==> config.mk <==
export PLATFORM = sky130hd
export DESIGN_NAME = rtdfo_top
export DESIGN_NICKNAME = d
export VERILOG_FILES = /design/src/rtl/rtdfo_pkg.sv /design/src/rtl/rtdfo_if.sv /design/src/rtl/rtdfo_regs.sv /design/src/rtl/rtdfo_conv_timer.sv /design/src/rtl/rtdfo_top.sv
export SDC_FILE = /design/constraint.sdc
export NUM_CORES = 2
export LEC_CHECK = 0
export BUFFER_PORTS_ARGS = -buffer_cell sky130_fd_sc_hd__clkbuf_2
export CELL_PAD_IN_SITES_DETAIL_PLACEMENT = 0
export CELL_PAD_IN_SITES_GLOBAL_PLACEMENT = 2
export CORE_UTILIZATION = 40
export CTS_CLUSTER_DIAMETER = 120
export DETAILED_ROUTE_END_ITERATION = 10
export GPL_TIMING_DRIVEN = 0
export PLACE_DENSITY = 0.85
export SLEW_MARGIN = 20
export SYNTH_ARGS = -nofsm -noshare
export SYNTH_HDL_FRONTEND = slang
export SYNTH_SLANG_ARGS = --single-unit
==> constraint.sdc <==
create_clock -name clk_in -period 40.7 [get_ports clk_in]
set_input_delay 12.21 -clock clk_in [delete_from_list [all_inputs] [get_ports clk_in]]
set_output_delay 12.21 -clock clk_in [all_outputs]
set_load 0.005 [all_outputs]
==> src/rtl/rtdfo_pkg.sv <==
// Package: register map, feature bits and format constants for the output formatter
package rtdfo_pkg;
    // Register indices on the 6-bit register address
    localparam logic [5:0] ADDR_MODE = 6'h20;
    localparam logic [5:0] ADDR_UOFS = 6'h21;
    localparam logic [5:0] ADDR_UGAIN = 6'h22;
    localparam logic [5:0] ADDR_FILT = 6'h25;
    localparam logic [5:0] ADDR_FOFS = 6'h13;
    localparam logic [5:0] ADDR_FGAIN = 6'h14;
    // Reset values
    localparam logic [15:0] RST_MODE = 16'h0106;
    localparam logic [15:0] RST_UOFS = 16'h0000;
    localparam logic [15:0] RST_UGAIN = 16'h0100;
    localparam logic [15:0] RST_FILT = 16'h0000;
    localparam logic [15:0] RST_FOFS = 16'h0000;
    localparam logic [15:0] RST_FGAIN = 16'h00a0;
    // Feature bit positions
    localparam int BIT_USER = 0;
    localparam int BIT_FACT = 1;
    localparam int BIT_WDOG = 2;
    localparam int BIT_SGNMAG = 3;
    localparam int BIT_STLOW = 4;
    localparam int BIT_FILT = 7;
    localparam int BIT_CLAMP = 8;
    localparam int BIT_TWOWIRE = 10;
    localparam int ELEM_LSB = 12;
    // Element codes
    localparam logic [3:0] ELEM_PT100 = 4'h0;
    localparam logic [3:0] ELEM_OHM5K = 4'he;
    localparam logic [3:0] ELEM_OHM1K2 = 4'hf;
    // Gain weighting is 2^-8
    localparam int GAIN_SHIFT = 8;
    // Clamp limit 850 degC in tenths, and in sixteenths
    localparam logic signed [15:0] LIM_TENTH = 16'sh2134;
    localparam logic signed [15:0] LIM_SIXTEENTH = 16'sh3520;
    // Filter constants and conversion times in ms
    localparam logic [15:0] FC_100HZ = 16'h0050;
    localparam logic [15:0] FC_50HZ = 16'h00a0;
    localparam logic [15:0] FC_25HZ = 16'h0140;
    localparam logic [15:0] FC_12HZ = 16'h0280;
    localparam int CONV_MS_25 = 250;
    localparam int CONV_MS_100 = 65;
    localparam int CONV_MS_50 = 125;
    localparam int CONV_MS_12 = 500;
    localparam int CLK_MHZ = 200;
    localparam int CYC_PER_MS = CLK_MHZ * 1000;
endpackage

==> src/rtl/rtdfo_if.sv <==
// Interface: register values from the register file to the formatter
`timescale 1ns/10ps
interface rtdfo_if;
    logic [15:0] mode;
    logic [15:0] uofs;
    logic [15:0] ugain;
    logic [15:0] filt;
    logic [15:0] fofs;
    logic [15:0] fgain;
    modport regs (output mode, output uofs, output ugain, output filt, output fofs, output fgain);
    modport core (input mode, input uofs, input ugain, input filt, input fofs, input fgain);
endinterface

==> src/rtl/rtdfo_regs.sv <==
// Channel register file: feature, scaling and filter registers
`timescale 1ns/10ps
module rtdfo_regs (
    // Clock and reset
    input wire logic clk_in,
    input wire logic rst_in,
    // Register access
    input wire logic wr_in,
    input wire logic [5:0] addr_in,
    input wire logic [15:0] wdata_in,
    output logic [15:0] rdata_out,
    output logic hit_out,
    // Register values
    rtdfo_if.regs rf
);
    logic [15:0] mode, uofs, ugain, filt, fofs, fgain, rdata;
    logic [15:0] next_mode, next_uofs, next_ugain, next_filt, next_fofs, next_fgain;
    logic [15:0] next_rdata;

    always_comb begin
        next_mode = mode;
        next_uofs = uofs;
        next_ugain = ugain;
        next_filt = filt;
        next_fofs = fofs;
        next_fgain = fgain;
        if (wr_in) begin
            case (addr_in)
                rtdfo_pkg::ADDR_MODE: begin
                    next_mode = wdata_in;
                end
                rtdfo_pkg::ADDR_UOFS: begin
                    next_uofs = wdata_in;
                end
                rtdfo_pkg::ADDR_UGAIN: begin
                    next_ugain = wdata_in;
                end
                rtdfo_pkg::ADDR_FILT: begin
                    next_filt = wdata_in;
                end
                rtdfo_pkg::ADDR_FOFS: begin
                    next_fofs = wdata_in;
                end
                rtdfo_pkg::ADDR_FGAIN: begin
                    next_fgain = wdata_in;
                end
                default: begin
                end
            endcase
        end
        case (addr_in)
            rtdfo_pkg::ADDR_MODE: next_rdata = mode;
            rtdfo_pkg::ADDR_UOFS: next_rdata = uofs;
            rtdfo_pkg::ADDR_UGAIN: next_rdata = ugain;
            rtdfo_pkg::ADDR_FILT: next_rdata = filt;
            rtdfo_pkg::ADDR_FOFS: next_rdata = fofs;
            rtdfo_pkg::ADDR_FGAIN: next_rdata = fgain;
            default: next_rdata = 16'h0000;
        endcase
    end

    always_ff @(posedge clk_in) begin
        if (rst_in) begin
            // delivery value of the feature register
            mode <= rtdfo_pkg::RST_MODE;
            uofs <= rtdfo_pkg::RST_UOFS;
            ugain <= rtdfo_pkg::RST_UGAIN;
            filt <= rtdfo_pkg::RST_FILT;
            fofs <= rtdfo_pkg::RST_FOFS;
            fgain <= rtdfo_pkg::RST_FGAIN;
            rdata <= 16'h0000;
        end else begin
            mode <= next_mode;
            uofs <= next_uofs;
            ugain <= next_ugain;
            filt <= next_filt;
            fofs <= next_fofs;
            fgain <= next_fgain;
            rdata <= next_rdata;
        end
    end

    assign hit_out = (addr_in == rtdfo_pkg::ADDR_MODE) || (addr_in == rtdfo_pkg::ADDR_UOFS) ||
                     (addr_in == rtdfo_pkg::ADDR_UGAIN) || (addr_in == rtdfo_pkg::ADDR_FILT) ||
                     (addr_in == rtdfo_pkg::ADDR_FOFS) || (addr_in == rtdfo_pkg::ADDR_FGAIN);
    assign rdata_out = rdata;
    assign rf.mode = mode;
    assign rf.uofs = uofs;
    assign rf.ugain = ugain;
    assign rf.filt = filt;
    assign rf.fofs = fofs;
    assign rf.fgain = fgain;

    // reset leaves the documented feature value
    property p_mode_reset;
        @(posedge clk_in) rst_in |=> (mode == 16'h0106);
    endproperty
    a_mode_reset: assert property (p_mode_reset) else $error("feature reset value wrong");
endmodule

==> src/rtl/rtdfo_conv_timer.sv <==
// Conversion timer: pulses once per conversion period chosen by the filter constant
`timescale 1ns/10ps
module rtdfo_conv_timer #(
    parameter int CYC_PER_MS = rtdfo_pkg::CYC_PER_MS
) (
    // Clock and reset
    input wire logic clk_in,
    input wire logic rst_in,
    // Period select in ms
    input wire logic [9:0] period_ms_in,
    // Conversion strobe
    output logic tick_out
);
    logic [17:0] cyc;
    logic [9:0] ms;
    logic tick;
    logic [17:0] next_cyc;
    logic [9:0] next_ms;
    logic next_tick;

    always_comb begin
        next_cyc = cyc + 18'h00001;
        next_ms = ms;
        next_tick = 1'b0;
        if (cyc >= 18'(CYC_PER_MS - 1)) begin
            next_cyc = 18'h00000;
            next_ms = ms + 10'h001;
            if (ms + 10'h001 >= period_ms_in) begin
                next_ms = 10'h000;
                next_tick = 1'b1;
            end
        end
    end

    always_ff @(posedge clk_in) begin
        if (rst_in) begin
            cyc <= 18'h00000;
            ms <= 10'h000;
            tick <= 1'b0;
        end else begin
            cyc <= next_cyc;
            ms <= next_ms;
            tick <= next_tick;
        end
    end

    assign tick_out = tick;
endmodule

==> src/rtl/rtdfo_top.sv <==
// Output formatter of one resistance-thermometer channel
//
// Summary of operation
// - Feature register resets to 0x0106.
// - Feature bit 0 applies user offset and gain.
// - Feature bit 1 applies factory offset and gain; set by default.
// - Feature bit 2 enables the channel watchdog; set by default.
// - Feature bit 3 gives sign-magnitude output, minus one is 0x8001.
// - Feature bit 4 puts status into the low three output bits.
// - Feature bit 7 uses the filter constant, else it is ignored.
// - Feature bit 8 clamps output at 850 degrees and flags overrange.
// - Factory scaling alone gives tenths of a degree or ohm.
// - No scaling gives sixteenths of a degree or ohm.
// - Status format puts value in bits 15..3, sign in 15.
// - Status format bit 0 overrange, bit 1 error, zero in range.
// - User offset is a signed 16-bit addend.
// - User gain is a signed 16-bit factor weighted 2^-8.
`timescale 1ns/10ps
module rtdfo_top #(
    parameter int CYC_PER_MS = rtdfo_pkg::CYC_PER_MS,
    parameter int WDOG_MS = 100
) (
    // Clock and reset
    input wire logic clk_in,
    input wire logic rst_in,
    // Register port
    input wire logic reg_wr_in,
    input wire logic [5:0] reg_addr_in,
    input wire logic [15:0] reg_wdata_in,
    output logic [15:0] reg_rdata_out,
    output logic reg_hit_out,
    // Measurement in sixteenths, from the compensation path
    input wire logic sample_valid_in,
    input wire logic signed [15:0] sample_in,
    input wire logic sample_err_in,
    // Process data activity for the watchdog
    input wire logic pd_activity_in,
    // Formatted output
    output logic [15:0] value_out,
    output logic valid_out,
    output logic [7:0] status_out,
    output logic convert_out,
    output logic wdog_expired_out,
    output logic two_wire_out,
    output logic [3:0] element_out,
    output logic ohms_mode_out
);
    rtdfo_if rf();
    logic [9:0] period_ms;
    logic conv_tick;

    rtdfo_regs u_regs (
        .clk_in(clk_in),
        .rst_in(rst_in),
        .wr_in(reg_wr_in),
        .addr_in(reg_addr_in),
        .wdata_in(reg_wdata_in),
        .rdata_out(reg_rdata_out),
        .hit_out(reg_hit_out),
        .rf(rf.regs)
    );

    // ************************************************
    // Filter constant decode
    // ************************************************
    always_comb begin
        period_ms = 10'(rtdfo_pkg::CONV_MS_25);
        if (rf.mode[rtdfo_pkg::BIT_FILT]) begin
            case (rf.filt)
                rtdfo_pkg::FC_100HZ: period_ms = 10'(rtdfo_pkg::CONV_MS_100);
                rtdfo_pkg::FC_50HZ: period_ms = 10'(rtdfo_pkg::CONV_MS_50);
                rtdfo_pkg::FC_25HZ: period_ms = 10'(rtdfo_pkg::CONV_MS_25);
                rtdfo_pkg::FC_12HZ: period_ms = 10'(rtdfo_pkg::CONV_MS_12);
                default: period_ms = 10'(rtdfo_pkg::CONV_MS_25);
            endcase
        end
    end

    rtdfo_conv_timer #(.CYC_PER_MS(CYC_PER_MS)) u_timer (
        .clk_in(clk_in),
        .rst_in(rst_in),
        .period_ms_in(period_ms),
        .tick_out(conv_tick)
    );
    assign convert_out = conv_tick;

    // ************************************************
    // Scaling arithmetic
    // ************************************************
    // Straight line y = x * gain / 256 + offset, saturated to 16 bits
    function automatic logic signed [15:0] scale_line(input logic signed [15:0] x,
                                                      input logic signed [15:0] gain,
                                                      input logic signed [15:0] ofs);
        logic signed [31:0] prod;
        logic signed [31:0] sum;
        prod = x * gain;
        sum = (prod >>> rtdfo_pkg::GAIN_SHIFT) + 32'(ofs);
        if (sum > 32'sh00007fff) begin
            scale_line = 16'sh7fff;
        end else if (sum < -32'sh00008000) begin
            scale_line = -16'sh8000;
        end else begin
            scale_line = sum[15:0];
        end
    endfunction

    logic signed [15:0] fact_val, user_val, lim;
    logic signed [15:0] clamped;
    logic over, under;
    logic [15:0] coded;
    logic [15:0] next_value;
    logic [7:0] next_status;
    logic [15:0] value;
    logic [7:0] status;
    logic valid;

    always_comb begin
        fact_val = rf.mode[rtdfo_pkg::BIT_FACT] ?
                   scale_line(sample_in, rf.fgain, rf.fofs) : sample_in;
        // user line after the factory line
        user_val = rf.mode[rtdfo_pkg::BIT_USER] ?
                   scale_line(fact_val, rf.ugain, rf.uofs) : fact_val;
        lim = rf.mode[rtdfo_pkg::BIT_FACT] ? rtdfo_pkg::LIM_TENTH : rtdfo_pkg::LIM_SIXTEENTH;
        // Clamp applies to degree elements only; ohms ranges have no 850 limit
        over = 1'b0;
        under = 1'b0;
        clamped = user_val;
        if (rf.mode[rtdfo_pkg::BIT_CLAMP] && !ohms_mode_out && (fact_val > lim)) begin
            over = 1'b1;
            clamped = rf.mode[rtdfo_pkg::BIT_USER] ?
                      scale_line(lim, rf.ugain, rf.uofs) : lim;
        end
        if (rf.mode[rtdfo_pkg::BIT_SGNMAG] && clamped[15]) begin
            coded = {1'b1, 15'(-clamped)};
        end else begin
            coded = clamped;
        end
        next_value = coded;
        if (rf.mode[rtdfo_pkg::BIT_STLOW]) begin
            // bit 0 overrange, bit 1 error
            next_value = {coded[15], coded[14:3], 1'b0, sample_err_in, over | under};
        end
        next_status = {1'b0, sample_err_in, 4'h0, over, under};
    end

    always_ff @(posedge clk_in) begin
        if (rst_in) begin
            value <= 16'h0000;
            status <= 8'h00;
            valid <= 1'b0;
        end else begin
            valid <= sample_valid_in;
            if (sample_valid_in) begin
                value <= next_value;
                status <= next_status;
            end
        end
    end

    assign value_out = value;
    assign valid_out = valid;
    assign status_out = status;

    // ************************************************
    // Watchdog and element select
    // ************************************************
    logic [31:0] wd_cnt, next_wd_cnt;
    logic wd_exp, next_wd_exp;

    always_comb begin
        next_wd_cnt = wd_cnt;
        next_wd_exp = wd_exp;
        if (!rf.mode[rtdfo_pkg::BIT_WDOG] || pd_activity_in) begin
            next_wd_cnt = 32'h0;
            next_wd_exp = 1'b0;
        end else if (wd_cnt >= 32'(WDOG_MS * CYC_PER_MS - 1)) begin
            next_wd_exp = 1'b1;
        end else begin
            next_wd_cnt = wd_cnt + 32'h1;
        end
    end

    always_ff @(posedge clk_in) begin
        if (rst_in) begin
            wd_cnt <= 32'h0;
            wd_exp <= 1'b0;
        end else begin
            wd_cnt <= next_wd_cnt;
            wd_exp <= next_wd_exp;
        end
    end
    assign wdog_expired_out = wd_exp;

    assign two_wire_out = rf.mode[rtdfo_pkg::BIT_TWOWIRE];
    assign element_out = rf.mode[15:12];
    assign ohms_mode_out = (rf.mode[15:12] == rtdfo_pkg::ELEM_OHM5K) ||
                           (rf.mode[15:12] == rtdfo_pkg::ELEM_OHM1K2);

    // ************************************************
    // Checks
    // ************************************************
    property p_user_off;
        @(posedge clk_in) disable iff (rst_in)
        (sample_valid_in && !rf.mode[0] && !rf.mode[1] && !rf.mode[3] && !rf.mode[4]
         && !rf.mode[8]) |=> (value_out == $past(sample_in));
    endproperty
    a_user_off: assert property (p_user_off) else $error("unscaled value altered");

    property p_sgnmag;
        @(posedge clk_in) disable iff (rst_in)
        (sample_valid_in && rf.mode[4:0] == 5'b01100 && sample_in == -16'sd1)
        |=> (value_out == 16'h8001);
    endproperty
    a_sgnmag: assert property (p_sgnmag) else $error("sign-magnitude wrong");

    property p_stlow;
        @(posedge clk_in) disable iff (rst_in)
        (sample_valid_in && rf.mode[4]) |=> (value_out[1] == $past(sample_err_in));
    endproperty
    a_stlow: assert property (p_stlow) else $error("error bit wrong");

    property p_clamp;
        @(posedge clk_in) disable iff (rst_in)
        (sample_valid_in && rf.mode == 16'h0106 && sample_in > 16'sh3540)
        |=> (status_out[1] && value_out == 16'h2134);
    endproperty
    a_clamp: assert property (p_clamp) else $error("overrange clamp wrong");

    property p_wdog_off;
        @(posedge clk_in) disable iff (rst_in)
        !rf.mode[2] |=> !wdog_expired_out;
    endproperty
    a_wdog_off: assert property (p_wdog_off) else $error("watchdog ran while off");

    property p_filt_ign;
        @(posedge clk_in) disable iff (rst_in)
        !rf.mode[7] |-> (period_ms == 10'd250);
    endproperty
    a_filt_ign: assert property (p_filt_ign) else $error("filter not ignored");

    property p_filt_50;
        @(posedge clk_in) disable iff (rst_in)
        (rf.mode[7] && rf.filt == 16'h00a0) |-> (period_ms == 10'd125);
    endproperty
    a_filt_50: assert property (p_filt_50) else $error("filter period wrong");

    property p_ohms;
        @(posedge clk_in) disable iff (rst_in)
        (rf.mode[15:12] == 4'he) |-> ohms_mode_out;
    endproperty
    a_ohms: assert property (p_ohms) else $error("ohms mode decode wrong");

    property p_fact_tenth;
        @(posedge clk_in) disable iff (rst_in)
        (sample_valid_in && rf.mode[4:0] == 5'b00110 && rf.fgain == 16'h00a0
         && rf.fofs == 16'h0000 && sample_in == 16'sh0050) |=> (value_out == 16'h0032);
    endproperty
    a_fact_tenth: assert property (p_fact_tenth) else $error("factory tenths wrong");

    property p_user_ofs;
        @(posedge clk_in) disable iff (rst_in)
        (sample_valid_in && rf.mode[4:0] == 5'b00111 && rf.fgain == 16'h00a0
         && rf.fofs == 16'h0000 && rf.ugain == 16'h0100 && rf.uofs[15:8] == {8{rf.uofs[7]}}
         && sample_in == 16'sh0050) |=> (value_out == 16'h0032 + $past(rf.uofs));
    endproperty
    a_user_ofs: assert property (p_user_ofs) else $error("user offset wrong");

    property p_user_gain;
        @(posedge clk_in) disable iff (rst_in)
        (sample_valid_in && rf.mode[4:0] == 5'b00111 && rf.fgain == 16'h00a0
         && rf.fofs == 16'h0000 && rf.ugain == 16'h0200 && rf.uofs == 16'h0000
         && sample_in == 16'sh0050) |=> (value_out == 16'h0064);
    endproperty
    a_user_gain: assert property (p_user_gain) else $error("user gain wrong");

    property p_stlow_val;
        @(posedge clk_in) disable iff (rst_in)
        (sample_valid_in && rf.mode[4:0] == 5'b10100 && sample_in >= 16'sh0000
         && sample_in < 16'sh3520) |=> (value_out[15:3] == $past(sample_in[15:3]));
    endproperty
    a_stlow_val: assert property (p_stlow_val) else $error("status format value wrong");

    property p_stlow_ovr;
        @(posedge clk_in) disable iff (rst_in)
        (sample_valid_in && rf.mode[4:0] == 5'b10100 && rf.mode[8] && !ohms_mode_out
         && sample_in > 16'sh3520) |=> (value_out[0] && !value_out[2]);
    endproperty
    a_stlow_ovr: assert property (p_stlow_ovr) else $error("status format range bit wrong");

    property p_ohms_noclamp;
        @(posedge clk_in) disable iff (rst_in)
        (sample_valid_in && ohms_mode_out) |=> !status_out[1];
    endproperty
    a_ohms_noclamp: assert property (p_ohms_noclamp) else $error("ohms value clamped");
endmodule

==> summary.txt <==
Non-filler instance count after layout: 5,657
I/O pin count: 94
Fin util: 43.4%
All-Layer GR Usage: 25.2%
CP Buf/Inv Count: 10
DRC: 0
DIE AREA: 0.0931 sq mm
DIE WIDTH: 305 um
Commonest non-fill, non-tap cell in the layout: inv_1
Count of pins over their slew limit: 0
Share of post-route cells with drive strength above 1: 4.08%
Post-Syn Instances: 4,354
Antenna viol nets, final: 0
PwrDens: 30.9 mW/mm^2
Asr flop ratio synth: 0%
Post-Route WL: 114,000 um
Max-slew headroom: 17.1%
Antenna violations before repair: 3
Hold/Removal Path Class: reg2reg
GRT overflow: 0
Sum Neg Setup Slack: 0 ns
#FFs+latches synth: 193
Final cycle utilization of the critical path: 86.3%
Fmax: 0.0285 GHz
Largest net degree at the start of global routing: 23
Routed via count: 29,300
Clk_lat worst skew: 0.49 ns
Total CTS buffers: 17
Final GP Congestion: 0.919
Worst Path Arrival: 35.55 ns
Post-synth cell types: 93
Die Y: 305 um
Post-cts sizing count: 0
Global-route wire length before repair: 179,000 um
H-tree Lvls: 4
Root Buffer: clkbuf_16
Area delta synth->final: 7.02%
CTS Sinks: 193
Max VDD drop: 0.0395 mV
Min Clock Period, post-route: 35.13 ns
Status: complete, no violations
Worst setup SP type: input pin
Most frequent CP cell: fa_1
# rows: 110
Crit end category: flip-flop
Most frequent cells in the layout: inv_1 (821), fa_1 (609), nand2_1 (575)
Slowest Stage Delay on Critical Path: 0.90 ns
IO buf count: 80
Yosys warns: 0
CTS tree: done
Clock transition at path regs: 0.08 ns
Dpl hpwl: 94,300 um
Fillers: 9,189
CP max stage cell: a21oi_1
Hold Violations, Final: 0
Starting DRT DRC Count: 2,108
Worst setup path category: in2reg
Leakage power total: 0.0194 uW
Maximum clock path buffer count: 2
Nets: 5,469
Placed Instances: 5,624
Setup repair bufs after CTS: 0
Max-cap violation count: 0
DR pass1 iterations: 5
CTS Hold Bufs: 0
Mean post-synth cell area: 8.44 sq um
Top delay family on crit path: compound AO/OA/AOI/OAI gates
Unrepaired setup endpoints after global routing: false
Routed WL per cell: 20.1 um
Initial Util: 40.6%
Final setup viols: 0
Crit-path max FO: 10
Register area share after synthesis: 10.5%
Mapped Area: 0.0368 sq mm
Worst path required time: 41.12 ns
Layout Skew: 0.0220 ns
Total power: 1220 uW
Core area: 0.0906 sq mm
Number of synthesized flops with an enable pin: 0
Worst slew pin tran: 1.24 ns
Vias in the first global route: 30,100
Ys flop type: dfxtp_1
Via density: 5.18
==> final timing paths <==
kind                            depth (start not counted)           endpoint          startpoint  slack (ns)
worst max-delay path                                   73      value_out[13]       sample_in[11]        5.57
worst min-delay path                                    2  u_regs.rf.mode[9]   u_regs.rf.mode[9]        0.46
worst max register to register                         71      value_out[13]  u_regs.rf.fgain[2]       17.17
worst min register to register                          2  u_regs.rf.mode[9]   u_regs.rf.mode[9]        0.46
==> cell type report <==
cell class	count	area, sq um	area share (%)
flip-flops and latches	193	3860	9.83
multi-input cells	3162	29100	74.1
well taps	1176	1470	3.74
diodes	1	2.50	0.00636
clock inverters	14	158	0.401
clock buffers	18	429	1.09
repair buffers	82	413	1.05
inverters	822	3090	7.84
plain buffers	189	766	1.95
==> cell families (layout without fill, tap and decap cells) <==
family          Yosys count  count (layout)  share of synthesized area (%)
compound gates          639             639                           11.3
mux                      21              21                          0.620
other cells               1              14                         0.0102
xor+xnor                187             187                           4.46
buf+inv                1011            1125                           10.5
simple gates           1344            1344                           17.6
fa+ha+maj               958             958                           45.1
flops                   193             193                           10.5
==> synthesized netlist by cell type, types with 11 or more instances <==
library cell	number	share of area, %
dfxtp_1	193	11
or3_1	21	0.36
inv_1	821	8.4
nor3_1	41	0.56
clkbuf_1	172	1.8
and2_1	261	4.4
fa_1	609	33
mux2i_1	16	0.44
o21a_1	22	0.45
nor4_1	11	0.19
o211ai_1	17	0.35
nand2_1	575	5.9
nand4_1	17	0.29
o21ai_0	85	1.2
a21o_1	52	1.1
nand3_1	42	0.57
ha_1	349	12
and3_1	47	0.80
a31oi_1	40	0.68
nor2_1	208	2.1
xor2_1	63	1.5
a21oi_1	223	3.0
nor2b_1	29	0.49
xnor2_1	124	3.0
a211oi_1	26	0.53
nand2b_1	35	0.60
a22oi_1	52	1.1
==> state kept, by name, summed over array words and instances, names as in the netlist <==
register,cells
wd_cnt,32
u_regs.rdata_out,16
u_timer.ms,10
valid_out,1
wdog_expired_out,1
u_regs.rf.fofs,16
u_regs.rf.filt,16
status_out,2
u_timer.tick_out,1
u_timer.cyc,18
u_regs.rf.fgain,16
u_regs.rf.ugain,16
value_out,16
u_regs.rf.uofs,16
u_regs.rf.mode,16
==> power by group <==
| group | switching, uW | total [uW] | internal, uW |
|---|---|---|---|
| Clock | 92.6 | 175 | 82.7 |
| Sequential | 4.02 | 199 | 195 |
| Combinational | 565 | 843 | 278 |
| Total | 661 | 1220 | 555 |
==> through the flow <==
step / setup WS (ns) / hold WS [ns] / instance area, sq um
after floorplan: 10.07 / 0.426 / 36800
after global routing: 4.10 / 0.477 / 39300
final: 5.57 / 0.459 / 39300
after detailed placement: 5.21 / 0.449 / 38700
after global placement: 4.81 / 0.438 / 38700
after CTS: 5.62 / 0.460 / 39300
==> per-layer routing <==
metal | wire length (um) | vias to the layer above | track usage (%) | part of all wire (%)
met3 | 6280 | 118 | 3.41 | 5.5
met2 | 51400 | 731 | 40.1 | 45
met1 | 53000 | 14500 | 35.9 | 47
li1 | - | 13900 | - | -
met4 | 3090 | 0 | 6.85 | 2.7
met5 | 0 | - | 0 | 0
==> worst min-delay path: stages, from the launching register on <==
cell	delay (ns)
dfxtp_1	0.32
nand2_1	0.05
a21oi_1	0.05
Power figures use the tool's default switching activity.
